<file path="config.mk">
export PLATFORM = sky130hd
export DESIGN_NAME = mbo_top
export DESIGN_NICKNAME = d
export VERILOG_FILES = /design/src/logic/mbo_pkg.sv /design/src/logic/mbo_top.sv /design/src/logic/mbo_rfile.sv /design/src/logic/mbo_alu.sv
export VERILOG_INCLUDE_DIRS = /design/src /design/src/logic
export SDC_FILE = /design/constraint.sdc
export NUM_CORES = 1
export LEC_CHECK = 0
export CORE_UTILIZATION = 50
export DETAILED_ROUTE_END_ITERATION = 8
export DONT_BUFFER_PORTS = 1
export HOLD_SLACK_MARGIN = 0.1
export PLACE_DENSITY_LB_ADDON = 0.3
export SYNTH_ARGS = -nofsm -noshare
export SYNTH_HDL_FRONTEND = slang
export SYNTH_SLANG_ARGS = --single-unit
</file>
<file path="constraint.sdc">
create_clock -name core_clk -period 12 [get_ports core_clk]
set_clock_uncertainty 0.2 [all_clocks]
set_input_delay 2.4 -clock core_clk [delete_from_list [all_inputs] [get_ports core_clk]]
set_output_delay 2.4 -clock core_clk [all_outputs]
set_load 0.01 [all_outputs]
</file>
<file path="src/logic/mbo_defs.svh">
`ifndef MBO_DEFS_SVH
`define MBO_DEFS_SVH
// register map, byte addresses
`define MBO_ADDR_CTRL    8'h00
`define MBO_ADDR_OPND    8'h04
`define MBO_ADDR_ACC     8'h08
`define MBO_ADDR_FLAGS   8'h0c
`define MBO_ADDR_RFILE   8'h10
`define MBO_ADDR_RDATA   8'h14
// ctrl fields
`define MBO_CTRL_GO      0
`define MBO_CTRL_DEST    1
`define MBO_CTRL_OP_LO   4
`define MBO_CTRL_OP_HI   7
// operand fields
`define MBO_OPND_LIT_LO  0
`define MBO_OPND_LIT_HI  7
`define MBO_OPND_ADR_LO  8
`define MBO_OPND_ADR_HI  14
`define MBO_OPND_BIT_LO  16
`define MBO_OPND_BIT_HI  18
// flags fields
`define MBO_FLG_C        0
`define MBO_FLG_DC       1
`define MBO_FLG_Z        2
`define MBO_FLG_SKIP     3
`define MBO_FLG_BUSY     4
// misc
`define MBO_RF_DEPTH     128
`define MBO_ZERO8        8'h00
`define MBO_AXI_OKAY     2'b00
`define MBO_AXI_SLVERR   2'b10
`endif

</file>
<file path="src/logic/mbo_pkg.sv">
package mbo_pkg;
  // operation codes written into ctrl
  typedef enum logic [3:0] {
    MBO_OP_NONE = 4'h0,
    MBO_OP_ADD_IMM = 4'h1,
    MBO_OP_ADD_REG = 4'h2,
    MBO_OP_AND_IMM = 4'h3,
    MBO_OP_AND_REG = 4'h4,
    MBO_OP_XOR_IMM = 4'h5,
    MBO_OP_XOR_REG = 4'h6,
    MBO_OP_BIT_CLR = 4'h7,
    MBO_OP_BIT_SET = 4'h8,
    MBO_OP_TEST_SKIP = 4'h9
  } mbo_op_t;
  // execution sequencer, one-hot
  typedef enum logic [3:0] {
    MBO_ST_IDLE = 4'b0001,
    MBO_ST_READ = 4'b0010,
    MBO_ST_EXEC = 4'b0100,
    MBO_ST_SKIP = 4'b1000
  } mbo_state_t;
endpackage

</file>
<file path="src/logic/mbo_top.sv">
`timescale 1ns/1ns
`default_nettype none
`include "mbo_defs.svh"
module mbo_top
(
  // clock and reset
  input  wire logic        core_clk,
  input  wire logic        nrst,
  // axi4-lite write address
  input  wire logic        s_axi_awvalid,
  output logic             s_axi_awready,
  input  wire logic [7:0]  s_axi_awaddr,
  // axi4-lite write data
  input  wire logic        s_axi_wvalid,
  output logic             s_axi_wready,
  input  wire logic [31:0] s_axi_wdata,
  input  wire logic [3:0]  s_axi_wstrb,
  // axi4-lite write response
  output logic             s_axi_bvalid,
  input  wire logic        s_axi_bready,
  output logic [1:0]       s_axi_bresp,
  // axi4-lite read address
  input  wire logic        s_axi_arvalid,
  output logic             s_axi_arready,
  input  wire logic [7:0]  s_axi_araddr,
  // axi4-lite read data
  output logic             s_axi_rvalid,
  input  wire logic        s_axi_rready,
  output logic [31:0]      s_axi_rdata,
  output logic [1:0]       s_axi_rresp,
  // skip strobe toward sequencer
  output logic             skip_next_r
);
  mbo_pkg::mbo_state_t st_r;
  logic [3:0]  op_r;
  logic        dest_r;
  logic [7:0]  lit_r;
  logic [6:0]  adr_r;
  logic [2:0]  bsel_r;
  logic [7:0]  acc_r;
  logic        c_r;
  logic        dc_r;
  logic        z_r;
  logic        skipped_r;
  logic [7:0]  rdat;
  logic [7:0]  res;
  logic        c_n;
  logic        dc_n;
  logic        z_n;
  logic        bit_v;
  logic        aw_ok_r;
  logic        w_ok_r;
  logic [7:0]  awaddr_r;
  logic [31:0] wdata_r;
  logic        wr_fire;
  logic        go;
  logic        rf_we;
  logic        rf_sw_we;
  logic        is_reg_op;
  logic        is_imm_op;
  logic        is_add;
  logic        to_acc;
  logic [6:0]  rf_rd_addr;

  // operand read port of register file
  assign rf_rd_addr = (st_r == mbo_pkg::MBO_ST_IDLE && rf_sw_we) ? adr_r : adr_r;

  mbo_rfile u_rfile
  (
    .core_clk (core_clk),
    .wr_en    (rf_we),
    .wr_addr  (adr_r),
    .wr_data  (rf_sw_we ? wdata_r[7:0] : res),
    .rd_addr  (rf_rd_addr),
    .rd_data  (rdat)
  );

  mbo_alu u_alu
  (
    .op      (op_r),
    .acc     (acc_r),
    .lit     (lit_r),
    .rdat    (rdat),
    .bsel    (bsel_r),
    .res     (res),
    .c_out   (c_n),
    .dc_out  (dc_n),
    .z_out   (z_n),
    .bit_val (bit_v)
  );

  // operation classes
  always_comb
  begin
    is_imm_op = (op_r == mbo_pkg::MBO_OP_ADD_IMM) || (op_r == mbo_pkg::MBO_OP_AND_IMM) ||
                (op_r == mbo_pkg::MBO_OP_XOR_IMM);
    is_reg_op = (op_r == mbo_pkg::MBO_OP_ADD_REG) || (op_r == mbo_pkg::MBO_OP_AND_REG) ||
                (op_r == mbo_pkg::MBO_OP_XOR_REG);
    is_add = (op_r == mbo_pkg::MBO_OP_ADD_IMM) || (op_r == mbo_pkg::MBO_OP_ADD_REG);
    to_acc = is_imm_op || (is_reg_op && !dest_r);
  end

  // write handshake and decode
  assign wr_fire = aw_ok_r && w_ok_r && !s_axi_bvalid;
  assign go = wr_fire && (awaddr_r == `MBO_ADDR_CTRL) && wdata_r[`MBO_CTRL_GO] &&
              (st_r == mbo_pkg::MBO_ST_IDLE);
  assign rf_sw_we = wr_fire && (awaddr_r == `MBO_ADDR_RFILE) && s_wstrb0_r;
  assign rf_we = rf_sw_we || (st_r == mbo_pkg::MBO_ST_EXEC &&
                 ((is_reg_op && dest_r) || op_r == mbo_pkg::MBO_OP_BIT_CLR ||
                  op_r == mbo_pkg::MBO_OP_BIT_SET));

  logic s_wstrb0_r;

  // sequencer: read, execute, optional skip slot
  always_ff @(posedge core_clk)
  begin
    if (!nrst)
    begin
      st_r <= mbo_pkg::MBO_ST_IDLE;
    end
    else
    begin
      case (st_r)
        mbo_pkg::MBO_ST_IDLE: if (go) st_r <= mbo_pkg::MBO_ST_READ;
        mbo_pkg::MBO_ST_READ: st_r <= mbo_pkg::MBO_ST_EXEC;
        mbo_pkg::MBO_ST_EXEC:
          if (op_r == mbo_pkg::MBO_OP_TEST_SKIP && bit_v)
            st_r <= mbo_pkg::MBO_ST_SKIP;
          else
            st_r <= mbo_pkg::MBO_ST_IDLE;
        mbo_pkg::MBO_ST_SKIP: st_r <= mbo_pkg::MBO_ST_IDLE;
        default: st_r <= mbo_pkg::MBO_ST_IDLE;
      endcase
    end
  end

  // accumulator and flags
  always_ff @(posedge core_clk)
  begin
    if (!nrst)
    begin
      acc_r <= `MBO_ZERO8;
      c_r <= 1'b0;
      dc_r <= 1'b0;
      z_r <= 1'b0;
    end
    else if (st_r == mbo_pkg::MBO_ST_EXEC && (is_imm_op || is_reg_op))
    begin
      if (to_acc)
        acc_r <= res;
      z_r <= z_n;
      if (is_add)
      begin
        c_r <= c_n;
        dc_r <= dc_n;
      end
    end
    else if (wr_fire && awaddr_r == `MBO_ADDR_ACC && s_wstrb0_r)
    begin
      acc_r <= wdata_r[7:0];
    end
  end

  // skip strobe and skip record, rewritten by every test-skip op
  always_ff @(posedge core_clk)
  begin
    if (!nrst)
    begin
      skip_next_r <= 1'b0;
      skipped_r <= 1'b0;
    end
    else
    begin
      skip_next_r <= (st_r == mbo_pkg::MBO_ST_EXEC) && (op_r == mbo_pkg::MBO_OP_TEST_SKIP) &&
                     bit_v;
      if (st_r == mbo_pkg::MBO_ST_EXEC && op_r == mbo_pkg::MBO_OP_TEST_SKIP)
        skipped_r <= bit_v;
    end
  end

  // command and operand latches
  always_ff @(posedge core_clk)
  begin
    if (!nrst)
    begin
      op_r <= 4'h0;
      dest_r <= 1'b0;
      lit_r <= `MBO_ZERO8;
      adr_r <= 7'h00;
      bsel_r <= 3'h0;
    end
    else if (wr_fire && st_r == mbo_pkg::MBO_ST_IDLE)
    begin
      if (awaddr_r == `MBO_ADDR_CTRL)
      begin
        op_r <= wdata_r[`MBO_CTRL_OP_HI:`MBO_CTRL_OP_LO];
        dest_r <= wdata_r[`MBO_CTRL_DEST];
      end
      if (awaddr_r == `MBO_ADDR_OPND)
      begin
        lit_r <= wdata_r[`MBO_OPND_LIT_HI:`MBO_OPND_LIT_LO];
        adr_r <= wdata_r[`MBO_OPND_ADR_HI:`MBO_OPND_ADR_LO];
        bsel_r <= wdata_r[`MBO_OPND_BIT_HI:`MBO_OPND_BIT_LO];
      end
    end
  end

  // axi write channels, address and data in either order
  always_ff @(posedge core_clk)
  begin
    if (!nrst)
    begin
      aw_ok_r <= 1'b0;
      w_ok_r <= 1'b0;
      awaddr_r <= 8'h00;
      wdata_r <= 32'h0000_0000;
      s_wstrb0_r <= 1'b0;
      s_axi_awready <= 1'b0;
      s_axi_wready <= 1'b0;
      s_axi_bvalid <= 1'b0;
      s_axi_bresp <= `MBO_AXI_OKAY;
    end
    else
    begin
      s_axi_awready <= !aw_ok_r && !s_axi_awready && !s_axi_bvalid;
      s_axi_wready <= !w_ok_r && !s_axi_wready && !s_axi_bvalid;
      if (s_axi_awvalid && s_axi_awready)
      begin
        aw_ok_r <= 1'b1;
        awaddr_r <= s_axi_awaddr;
      end
      if (s_axi_wvalid && s_axi_wready)
      begin
        w_ok_r <= 1'b1;
        wdata_r <= s_axi_wdata;
        s_wstrb0_r <= s_axi_wstrb[0];
      end
      if (wr_fire)
      begin
        aw_ok_r <= 1'b0;
        w_ok_r <= 1'b0;
        s_axi_bvalid <= 1'b1;
        s_axi_bresp <= (awaddr_r > `MBO_ADDR_RFILE || awaddr_r[1:0] != 2'b00) ?
                       `MBO_AXI_SLVERR : `MBO_AXI_OKAY;
      end
      else if (s_axi_bvalid && s_axi_bready)
        s_axi_bvalid <= 1'b0;
    end
  end

  // axi read channel
  always_ff @(posedge core_clk)
  begin
    if (!nrst)
    begin
      s_axi_arready <= 1'b0;
      s_axi_rvalid <= 1'b0;
      s_axi_rdata <= 32'h0000_0000;
      s_axi_rresp <= `MBO_AXI_OKAY;
    end
    else
    begin
      s_axi_arready <= !s_axi_arready && !s_axi_rvalid;
      if (s_axi_arvalid && s_axi_arready)
      begin
        s_axi_rvalid <= 1'b1;
        s_axi_rresp <= `MBO_AXI_OKAY;
        case (s_axi_araddr)
          `MBO_ADDR_CTRL: s_axi_rdata <= {24'h0, op_r, 2'b00, dest_r, 1'b0};
          `MBO_ADDR_OPND: s_axi_rdata <= {13'h0, bsel_r, 1'b0, adr_r, lit_r};
          `MBO_ADDR_ACC: s_axi_rdata <= {24'h0, acc_r};
          `MBO_ADDR_FLAGS: s_axi_rdata <= {27'h0, (st_r != mbo_pkg::MBO_ST_IDLE),
                                           skipped_r, z_r, dc_r, c_r};
          `MBO_ADDR_RDATA: s_axi_rdata <= {24'h0, rdat};
          default:
          begin
            s_axi_rdata <= 32'h0000_0000;
            s_axi_rresp <= `MBO_AXI_SLVERR;
          end
        endcase
      end
      else if (s_axi_rvalid && s_axi_rready)
        s_axi_rvalid <= 1'b0;
    end
  end

  // assertions
  property p_logic_keeps_carry;
    @(posedge core_clk) disable iff (!nrst)
    (st_r == mbo_pkg::MBO_ST_EXEC && !is_add) |=> (c_r == $past(c_r) && dc_r == $past(dc_r));
  endproperty
  a_logic_keeps_carry: assert property (p_logic_keeps_carry) else $error("carry changed");

  property p_bit_ops_keep_flags;
    @(posedge core_clk) disable iff (!nrst)
    (st_r == mbo_pkg::MBO_ST_EXEC && !is_imm_op && !is_reg_op) |=> $stable({c_r, dc_r, z_r});
  endproperty
  a_bit_ops_keep_flags: assert property (p_bit_ops_keep_flags) else $error("flags moved");

  property p_skip_two_cycles;
    @(posedge core_clk) disable iff (!nrst)
    (st_r == mbo_pkg::MBO_ST_EXEC && op_r == mbo_pkg::MBO_OP_TEST_SKIP && bit_v)
      |=> skip_next_r && st_r == mbo_pkg::MBO_ST_SKIP ##1 st_r == mbo_pkg::MBO_ST_IDLE;
  endproperty
  a_skip_two_cycles: assert property (p_skip_two_cycles) else $error("skip slot wrong");

  property p_no_skip_zero;
    @(posedge core_clk) disable iff (!nrst)
    (st_r == mbo_pkg::MBO_ST_EXEC && !bit_v) |=> !skip_next_r && st_r == mbo_pkg::MBO_ST_IDLE;
  endproperty
  a_no_skip_zero: assert property (p_no_skip_zero) else $error("false skip");

  property p_zero_flag;
    @(posedge core_clk) disable iff (!nrst)
    (st_r == mbo_pkg::MBO_ST_EXEC && (is_imm_op || is_reg_op)) |=> z_r == ($past(res) == 8'h00);
  endproperty
  a_zero_flag: assert property (p_zero_flag) else $error("zero flag wrong");

  property p_acc_dest;
    @(posedge core_clk) disable iff (!nrst)
    (st_r == mbo_pkg::MBO_ST_EXEC && is_reg_op && dest_r) |=> $stable(acc_r);
  endproperty
  a_acc_dest: assert property (p_acc_dest) else $error("acc written for dest 1");

  property p_imm_to_acc;
    @(posedge core_clk) disable iff (!nrst)
    (st_r == mbo_pkg::MBO_ST_EXEC && is_imm_op) |=> acc_r == $past(res);
  endproperty
  a_imm_to_acc: assert property (p_imm_to_acc) else $error("acc not updated");

  property p_one_cycle;
    @(posedge core_clk) disable iff (!nrst)
    (st_r == mbo_pkg::MBO_ST_READ) |=> st_r == mbo_pkg::MBO_ST_EXEC
      ##1 (st_r == mbo_pkg::MBO_ST_IDLE || st_r == mbo_pkg::MBO_ST_SKIP);
  endproperty
  a_one_cycle: assert property (p_one_cycle) else $error("exec overran");
endmodule
`default_nettype wire

</file>
<file path="src/logic/mbo_rfile.sv">
`timescale 1ns/1ns
`default_nettype none
`include "mbo_defs.svh"
module mbo_rfile
(
  // clock
  input  wire logic       core_clk,
  // write port
  input  wire logic       wr_en,
  input  wire logic [6:0] wr_addr,
  input  wire logic [7:0] wr_data,
  // registered read port
  input  wire logic [6:0] rd_addr,
  output var  logic [7:0] rd_data
);
  logic [7:0] mem [0:`MBO_RF_DEPTH-1];

  // synchronous write
  always_ff @(posedge core_clk)
  begin
    if (wr_en)
    begin
      mem[wr_addr] <= wr_data;
    end
  end

  // read data from a register
  always_ff @(posedge core_clk)
  begin
    rd_data <= mem[rd_addr];
  end
endmodule
`default_nettype wire

</file>
<file path="src/logic/mbo_alu.sv">
`timescale 1ns/1ns
`default_nettype none
`include "mbo_defs.svh"
module mbo_alu
(
  // operands
  input  wire logic [3:0] op,
  input  wire logic [7:0] acc,
  input  wire logic [7:0] lit,
  input  wire logic [7:0] rdat,
  input  wire logic [2:0] bsel,
  // results
  output logic [7:0] res,
  output logic       c_out,
  output logic       dc_out,
  output logic       z_out,
  output logic       bit_val
);
  logic [7:0] b_mask;
  logic [8:0] sum;
  logic [4:0] nsum;
  logic [7:0] opnd;

  // per-bit select mask
  genvar gi;
  generate
    for (gi = 0; gi < 8; gi++)
    begin : g_mask
      assign b_mask[gi] = (bsel == gi[2:0]);
    end
  endgenerate

  // operand choice and adders
  always_comb
  begin
    opnd = (op == mbo_pkg::MBO_OP_ADD_IMM || op == mbo_pkg::MBO_OP_AND_IMM ||
            op == mbo_pkg::MBO_OP_XOR_IMM) ? lit : rdat;
    sum = {1'b0, acc} + {1'b0, opnd};
    nsum = {1'b0, acc[3:0]} + {1'b0, opnd[3:0]};
    bit_val = |(rdat & b_mask);
    case (op)
      mbo_pkg::MBO_OP_ADD_IMM, mbo_pkg::MBO_OP_ADD_REG: res = sum[7:0];
      mbo_pkg::MBO_OP_AND_IMM, mbo_pkg::MBO_OP_AND_REG: res = acc & opnd;
      mbo_pkg::MBO_OP_XOR_IMM, mbo_pkg::MBO_OP_XOR_REG: res = acc ^ opnd;
      mbo_pkg::MBO_OP_BIT_CLR: res = rdat & ~b_mask;
      mbo_pkg::MBO_OP_BIT_SET: res = rdat | b_mask;
      default: res = rdat;
    endcase
    c_out = sum[8];
    dc_out = nsum[4];
    z_out = (res == `MBO_ZERO8);
  end
endmodule
`default_nettype wire

</file>
==> reports/qor.txt, run 1 <==
CP endpoint kind: flop
Hold_ws: 223 ps
Total CTS buffers: 110
Initial antenna violation count: 1
Crit Path Max Fanout: 72
TritonCTS clock tree: yes
Filler cells: 6803
H-tree depth: 3
Vias per cell: 6.69
Starting Density: 50.8%
Grt met2 use: 42.7%
Critical register-to-register path startpoint: op_r[3]$_SDFFE_PN0P_
First-pass GRT wire length: 186 mm
RSZ-0062 raised after global routing: false
Final worst path period share: 46.7%
Post-DP Area: 0.0464 mm2
Met1 Use GR: 38.7%
Rows: 109
Slew @ Worst Pin: 1340 ps
First-pass DRT Iterations: 6
I/O Buffers: 0
Ys flop type: edfxtp_1
GP Congestion: 0.930
Worst skew pair latency: 710 ps
Flop and latch count out of synthesis: 1126
Leak pwr: 15.5 nW
CTS root buf: clkbuf_16
Pwr Density: 154 mW/mm2
FF-to-FF path depth: 15
Worst-path clk slew: 60 ps
Most frequent cells after synthesis: 1024 x edfxtp_1, 266 x nor2_1, 160 x nand2_1
Mapped Avg Cell Area: 15.5 um2
GR Util met3: 7.02%
Synth cell types: 83
# DRC: 0
Antenna viol nets, final: 0
Dominant cell type by area after synthesis: edfxtp_1
Most crowded layer after global routing: met2
P&R area growth vs syn: 10.6%
Number of global-route vias before repair: 26800
Post-CTS Setup Inserts: 0
Post-layout util: 56.2%
Total power: 7.69 mW
Setup crit end: u_rfile.mem[15][6]$_DFFE_PP_
Max clock buf depth: 3
CTS sink cnt: 1126
Via Count: 27800
Max Clock Freq: 178 MHz
WP data required: 12160 ps
Share of layout cells above drive strength 1: 14.5%
# nets final: 2958
Wirelength per Cell: 31.0 um
Fin. max-slew vios: 0
DIE HEIGHT: 303 um
GRT Resource Usage Total: 28.1%
Post-route cell area: 0.0500 mm2
# setup viols final: 0
Crit path DAT: 5760 ps
Setup crit start kind: flop
Core footprint: 0.0891 mm2
Post-CTS sizing: 0
Minimum clock period: 5600 ps
Kind of critical path: reg2reg
Hold Crit Class: reg2reg
Yosys top cell area share: 68.0%
R2r setup slk: 6400 ps
Overall die area: 0.0917 mm2
Register area share after synthesis: 72.5%
Die width: 303 um
Number of flops mapped to enable cells by yosys: 1024
Post-Syn Instances: 2913
Grt total ovfl: 0
Max Cap Viol: 0
Ports: 101
Largest cells by area after synthesis: edfxtp_1 68%, dfxtp_1 4.5%, mux4_2 3.1%, mux2i_1 2.8%, a221oi_1 2.7%
WL final: 129 mm
Crit. Startpoint: op_r[3]$_SDFFE_PN0P_
FF-to-FF End: u_rfile.mem[15][6]$_DFFE_PP_
DP Wirelength: 75.1 mm
Maximum VDD drop: 0.130 mV
Most common cell in the synthesized netlist: edfxtp_1
Slew Limit Headroom: 8.47%
TNS Setup: 0 ps
Status: completed
Hold-fix buffers at CTS: 0
Yosys Warn Count: 0
Largest net degree at the start of global routing: 104
Post-synth ARST share: 0%
Final hold violation count: 0
DRT iter0 DRCs: 4012
Cell area after synthesis: 0.0453 mm2
-- cells in the final DEF, fill, tap and decap left out, types with 24 or more instances in the layout --
cell type     n
a221oi_1    137
clkinv_1     24
clkbuf_1     26
clkbuf_16   110
nand2_1     160
a21oi_1     114
dfxtp_1      98
a22oi_1      82
buf_4        61
mux4_2       63
nand3_1      38
edfxtp_1   1024
o22ai_1      41
nor2_1      262
o21ai_0      81
a221o_1      27
mux2_2       97
mux2i_1     127
nor3_1       36
-- kinds of logic after synthesis --
family / synth area share (%)
XOR/XNOR: 0.155
flip-flops: 72.5
multiplexers: 8.42
adder cells (fa/ha/maj): 0.265
AO/OA/AOI/OAI: 10.2
other: 0.00829
buffers and inverters: 2.39
AND/OR/NAND/NOR: 6.11
-- worst max-delay path, cell delays in order, from the launching register on --
cell and delay [ps]:
dfxtp_1 310, buf_4 330, inv_1 170, nand3_1 430, mux2_2 400, ha_1 230, fa_1 450, a21o_1 170
a21oi_1 210, o21a_1 210, xnor2_1 70, o21ai_0 310, o21ai_0 270, o21ai_4 220, buf_4 510, buf_4 720
-- layer usage --
metal	wire length [um]	share of wire, %
met1	49100	38
met2	58500	46
met3	15300	12
met4	5650	4.4
met5	13	0.010
-- sequential cells by signal (all words and copies together), names as in the netlist, 3 cells and up --
register         cells
adr_r                7
lit_r                8
wdata_r             18
st_r                 4
u_rfile.mem       1024
bsel_r               3
u_rfile.rd_data      8
op_r                 4
s_axi_rdata         18
awaddr_r             8
acc_r                8
-- layout make-up --
type,count,area [um2],area share [%]
timing repair buffer,65,538,1.08
tap,1165,1460,2.91
multi-input combinational,1572,11600,23.2
inverter,15,57.6,0.115
sequential,1126,32800,65.6
clock buffer,139,2890,5.78
antenna,1,2.50,0.00500
clock inverter,66,686,1.37
-- report_power, final --
group / internal (mW) / total, mW / switching, mW
combinational: 0.00863 / 0.0352 / 0.0265
sequential: 4.22 / 4.23 / 0.00881
clock: 1.92 / 3.42 / 1.50
-- metrics by stage --
step,instances,setup WS (ps)
after detailed placement,3943,6490
after CTS,4148,6450
after floorplan,2928,2680
final,4149,6400
after global routing,4148,6070
after global placement,3943,6610
-- worst min path at each step --
stage | from | to | slack, ps | cells after the start
CTS | aw_ok_r$_SDFFE_PP0P_ | s_axi_awready$_SDFF_PN0_ | 230 | 1
global route | aw_ok_r$_SDFFE_PP0P_ | s_axi_awready$_SDFF_PN0_ | 250 | 1
detailed placement | wdata_r[18]$_SDFFE_PN0P_ | wdata_r[18]$_SDFFE_PN0P_ | 250 | 2
finish | aw_ok_r$_SDFFE_PP0P_ | s_axi_awready$_SDFF_PN0_ | 220 | 1
global placement | aw_ok_r$_SDFFE_PP0P_ | s_axi_awready$_SDFF_PN0_ | 230 | 1
floorplan | w_ok_r$_SDFFE_PP0P_ | s_axi_wready$_SDFF_PN0_ | 220 | 1
Note: power is estimated with default switching activity, not from simulation.
==> run 2, diff against run 1 <==
- ABC_AREA: unset -> 1
- clock period: 12 -> 5.5 ns (I/O delays scaled with it)
==> reports/qor.txt, run 2 <==
Status: completed
Ant diodes: 0 (-1)
RSZ-0062 raised after global routing: false
First-pass GRT wire length: 175 mm (-5.6%)
Starting Density: 50.5% (-0.28 points)
Largest register by flop count: u_rfile.mem
R2r setup slk: 1420 ps (-4980 ps)
GRT Resource Usage Total: 26.4% (-1.7 points)
WHS Path Cells: 1 (unchanged)
Post-layout util: 55.8% (-0.38 points)
Seq. cell area: 0.0328 mm2 (about the same)
I/O Buffers: 0 (unchanged)
Ports: 101 (unchanged)
Largest net degree at the start of global routing: 129 (+24%)
TNS Setup: 0 ps (unchanged)
Max Cap Viol: 0 (unchanged)
Worst skew pair latency: 690 ps (-20 ps)
Core footprint: 0.0884 mm2 (-0.77%)
Crit path DAT: 4410 ps (-1350 ps)
Hold Crit Class: reg2reg
Yosys Warn Count: 0 (unchanged)
Number of global-route vias before repair: 26900 (+0.43%)
Total CTS buffers: 112 (+1.8%)
CTS sink cnt: 1126 (unchanged)
Rows: 109 (unchanged)
Post-CTS sizing: 0 (unchanged)
Slew Limit Headroom: 25.2% (+17 points)
Antenna viol nets, final: 0 (unchanged)
DP Wirelength: 70.0 mm (-6.8%)
Kind of critical path: reg2reg
CTS root buf: clkbuf_16
Flop and latch count out of synthesis: 1126 (unchanged)
Hold-fix buffers at CTS: 0 (unchanged)
Share of layout cells above drive strength 1: 7.06% (-7.5 points)
Register area share after synthesis: 73.4% (+0.96 points)
CP endpoint kind: flop
H-tree depth: 3 (unchanged)
DRT iter0 DRCs: 3595 (-10%)
Final hold violation count: 0 (unchanged)
Wirelength per Cell: 24.3 um (-22%)
# setup viols final: 0 (unchanged)
Cell area after synthesis: 0.0447 mm2 (-1.3%)
Mapped Avg Cell Area: 12.1 um2 (-22%)
Setup crit start kind: flop
Initial antenna violation count: 3 (+2)
# DRC: 0 (unchanged)
P&R area growth vs syn: 10.4%
Max reg flops: 1024 (unchanged)
Synth cell types: 53 (-36%)
Most common cell after layout, fill and taps aside: nand2_1
Max Clock Freq: 245 MHz (+37%)
Final worst slack: 1420 ps (-4980 ps)
Critical register-to-register path startpoint: adr_r[2]$_SDFFE_PN0P_
Overall die area: 0.0905 mm2 (-1.3%)
Hold_sp: w_ok_r$_SDFFE_PP0P_
TritonCTS clock tree: yes
FF-to-FF End: u_rfile.rd_data[4]$_DFF_P_
Largest cells by area after synthesis: edfxtp_1 69%, nand2_1 9.2%, dfxtp_1 4.6%, nor2_1 2.8%, a22oi_1 1.9%
Pwr Density: 340 mW/mm2 (+120%)
Maximum VDD drop: 0.331 mV (+150%)
Post-DP Area: 0.0459 mm2 (-1.2%)
Post-Syn Instances: 3679 (+26%)
Most frequent cells in the layout: 1096 x nand2_1, 1024 x edfxtp_1, 328 x nor2_1
First-pass DRT Iterations: 6 (unchanged)
Most frequent cells after synthesis: 1096 x nand2_1, 1024 x edfxtp_1, 329 x nor2_1
Via Count: 28800 (+3.6%)
Grt total ovfl: 0 (unchanged)
Largest registers: u_rfile.mem x1024, s_axi_rdata x18, wdata_r x18
Ys flop type: edfxtp_1
Die width: 301 um (-0.65%)
Post-route cell area: 0.0493 mm2 (-1.4%)
Worst-path clk slew: 60 ps (about the same)
Hold_ws: 232 ps (+8.95 ps)
WL final: 120 mm (-6.8%)
# nets final: 3758 (+27%)
Placement Setup Slack: 1470 ps (-5030 ps)
Leak pwr: 17.0 nW (+9.6%)
Dominant cell type by area after synthesis: edfxtp_1
Final worst path period share: 74.2% (+28 points)
DIE HEIGHT: 301 um (-0.65%)
Vias per cell: 5.82 (-13%)
Post-synth ARST share: 0% (unchanged)
Multi-input logic area: 0.0103 mm2 (-11%)
Filler cells: 7154 (+5.2%)
Max clock buf depth: 3 (unchanged)
Yosys top cell area share: 68.9% (+0.90 points)
FF-to-FF path depth: 12 (-3)
Most common cell in the synthesized netlist: nand2_1
Minimum clock period: 4080 ps (-1520 ps)
Slew @ Worst Pin: 1120 ps (-220 ps)
Post-CTS Setup Inserts: 0 (unchanged)
Crit Path Max Fanout: 38 (-47%)
GP Congestion: 0.927 (-0.35%)
Worst min-delay path endpoint: s_axi_wready$_SDFF_PN0_
WP data required: 5830 ps (-6330 ps)
Number of flops mapped to enable cells by yosys: 1024 (unchanged)
Fin. max-slew vios: 0 (unchanged)
==> run 2: changes by cell type after synthesis, moves of 69 or more <==
cell and change:
nand4_1 +114, mux2i_1 -127, mux2_2 -97, inv_1 +159, nand2_1 +936, nand3_1 +69
a221oi_1 -137
==> run 2: final cells by class <==
type	instances	area share, %
flip-flops and latches	1126	66.5
multi-input cells	2210	20.9
clock buffers	135	5.88
well taps	1165	2.96
inverters	188	1.47
repair buffers	52	1.22
clock inverters	69	1.05
==> run 2: worst max path at each step <==
stage                        startpoint                           end  slack [ps]  depth (start not counted)
2_1_floorplan  awaddr_r[0]$_SDFFE_PN0P_   u_rfile.mem[0][0]$_DFFE_PP_       -2170                          8
3_3_place_gp      adr_r[2]$_SDFFE_PN0P_    u_rfile.rd_data[4]$_DFF_P_        1520                         12
3_5_place_dp       op_r[1]$_SDFFE_PN0P_  u_rfile.mem[43][1]$_DFFE_PP_        1470                         13
4_1_cts            op_r[1]$_SDFFE_PN0P_  u_rfile.mem[43][1]$_DFFE_PP_        1470                         13
5_1_grt           adr_r[2]$_SDFFE_PN0P_    u_rfile.rd_data[1]$_DFF_P_        1270                         12
6_report          adr_r[2]$_SDFFE_PN0P_    u_rfile.rd_data[4]$_DFF_P_        1420                         12
==> run 2: power breakdown <==
part / switching (mW) / total, mW / internal, mW
registers: 0.0227 / 9.35 / 9.33
clock network: 3.22 / 7.16 / 3.94
logic: 0.198 / 0.244 / 0.0460
==> run 2: worst max-delay path: stages, from the launching register on <==
cell,delay [ps]
dfxtp_1,960
inv_2,330
nand3_4,310
inv_4,220
buf_4,400
nand2_1,130
nand4_1,90
o21ai_0,360
nand3_1,280
nand2_1,120
inv_1,50
nor2_1,220
nand2_1,200
==> run 2: stage by stage <==
step           std cells  power (mW)
3_3_place_gp        4741        9.77
2_1_floorplan       3694        9.72
5_1_grt             4945        17.2
4_1_cts             4945        16.8
6_report            4945        16.8
3_5_place_dp        4741        9.78
==> run 2: cell families after synthesis <==
kind of cell               share of synthesized area (%)
and+or+nand+nor                                     16.3
DFF                                                 73.4
AOI/OAI and AO/OA                                   6.22
buffers and inverters                               3.82
adders and majority gates                          0.269
other                                            0.00840
==> run 2: metal layers <==
metal | vias to the layer above | part of all wire, % | global-route usage (%)
met4 | 6 | 3.6 | 9.51
met2 | 1529 | 46 | 41.4
met1 | 14000 | 40 | 36.2
met3 | 242 | 10 | 6.23
li1 | 13000 | - | -
met5 | - | 0.034 | 0
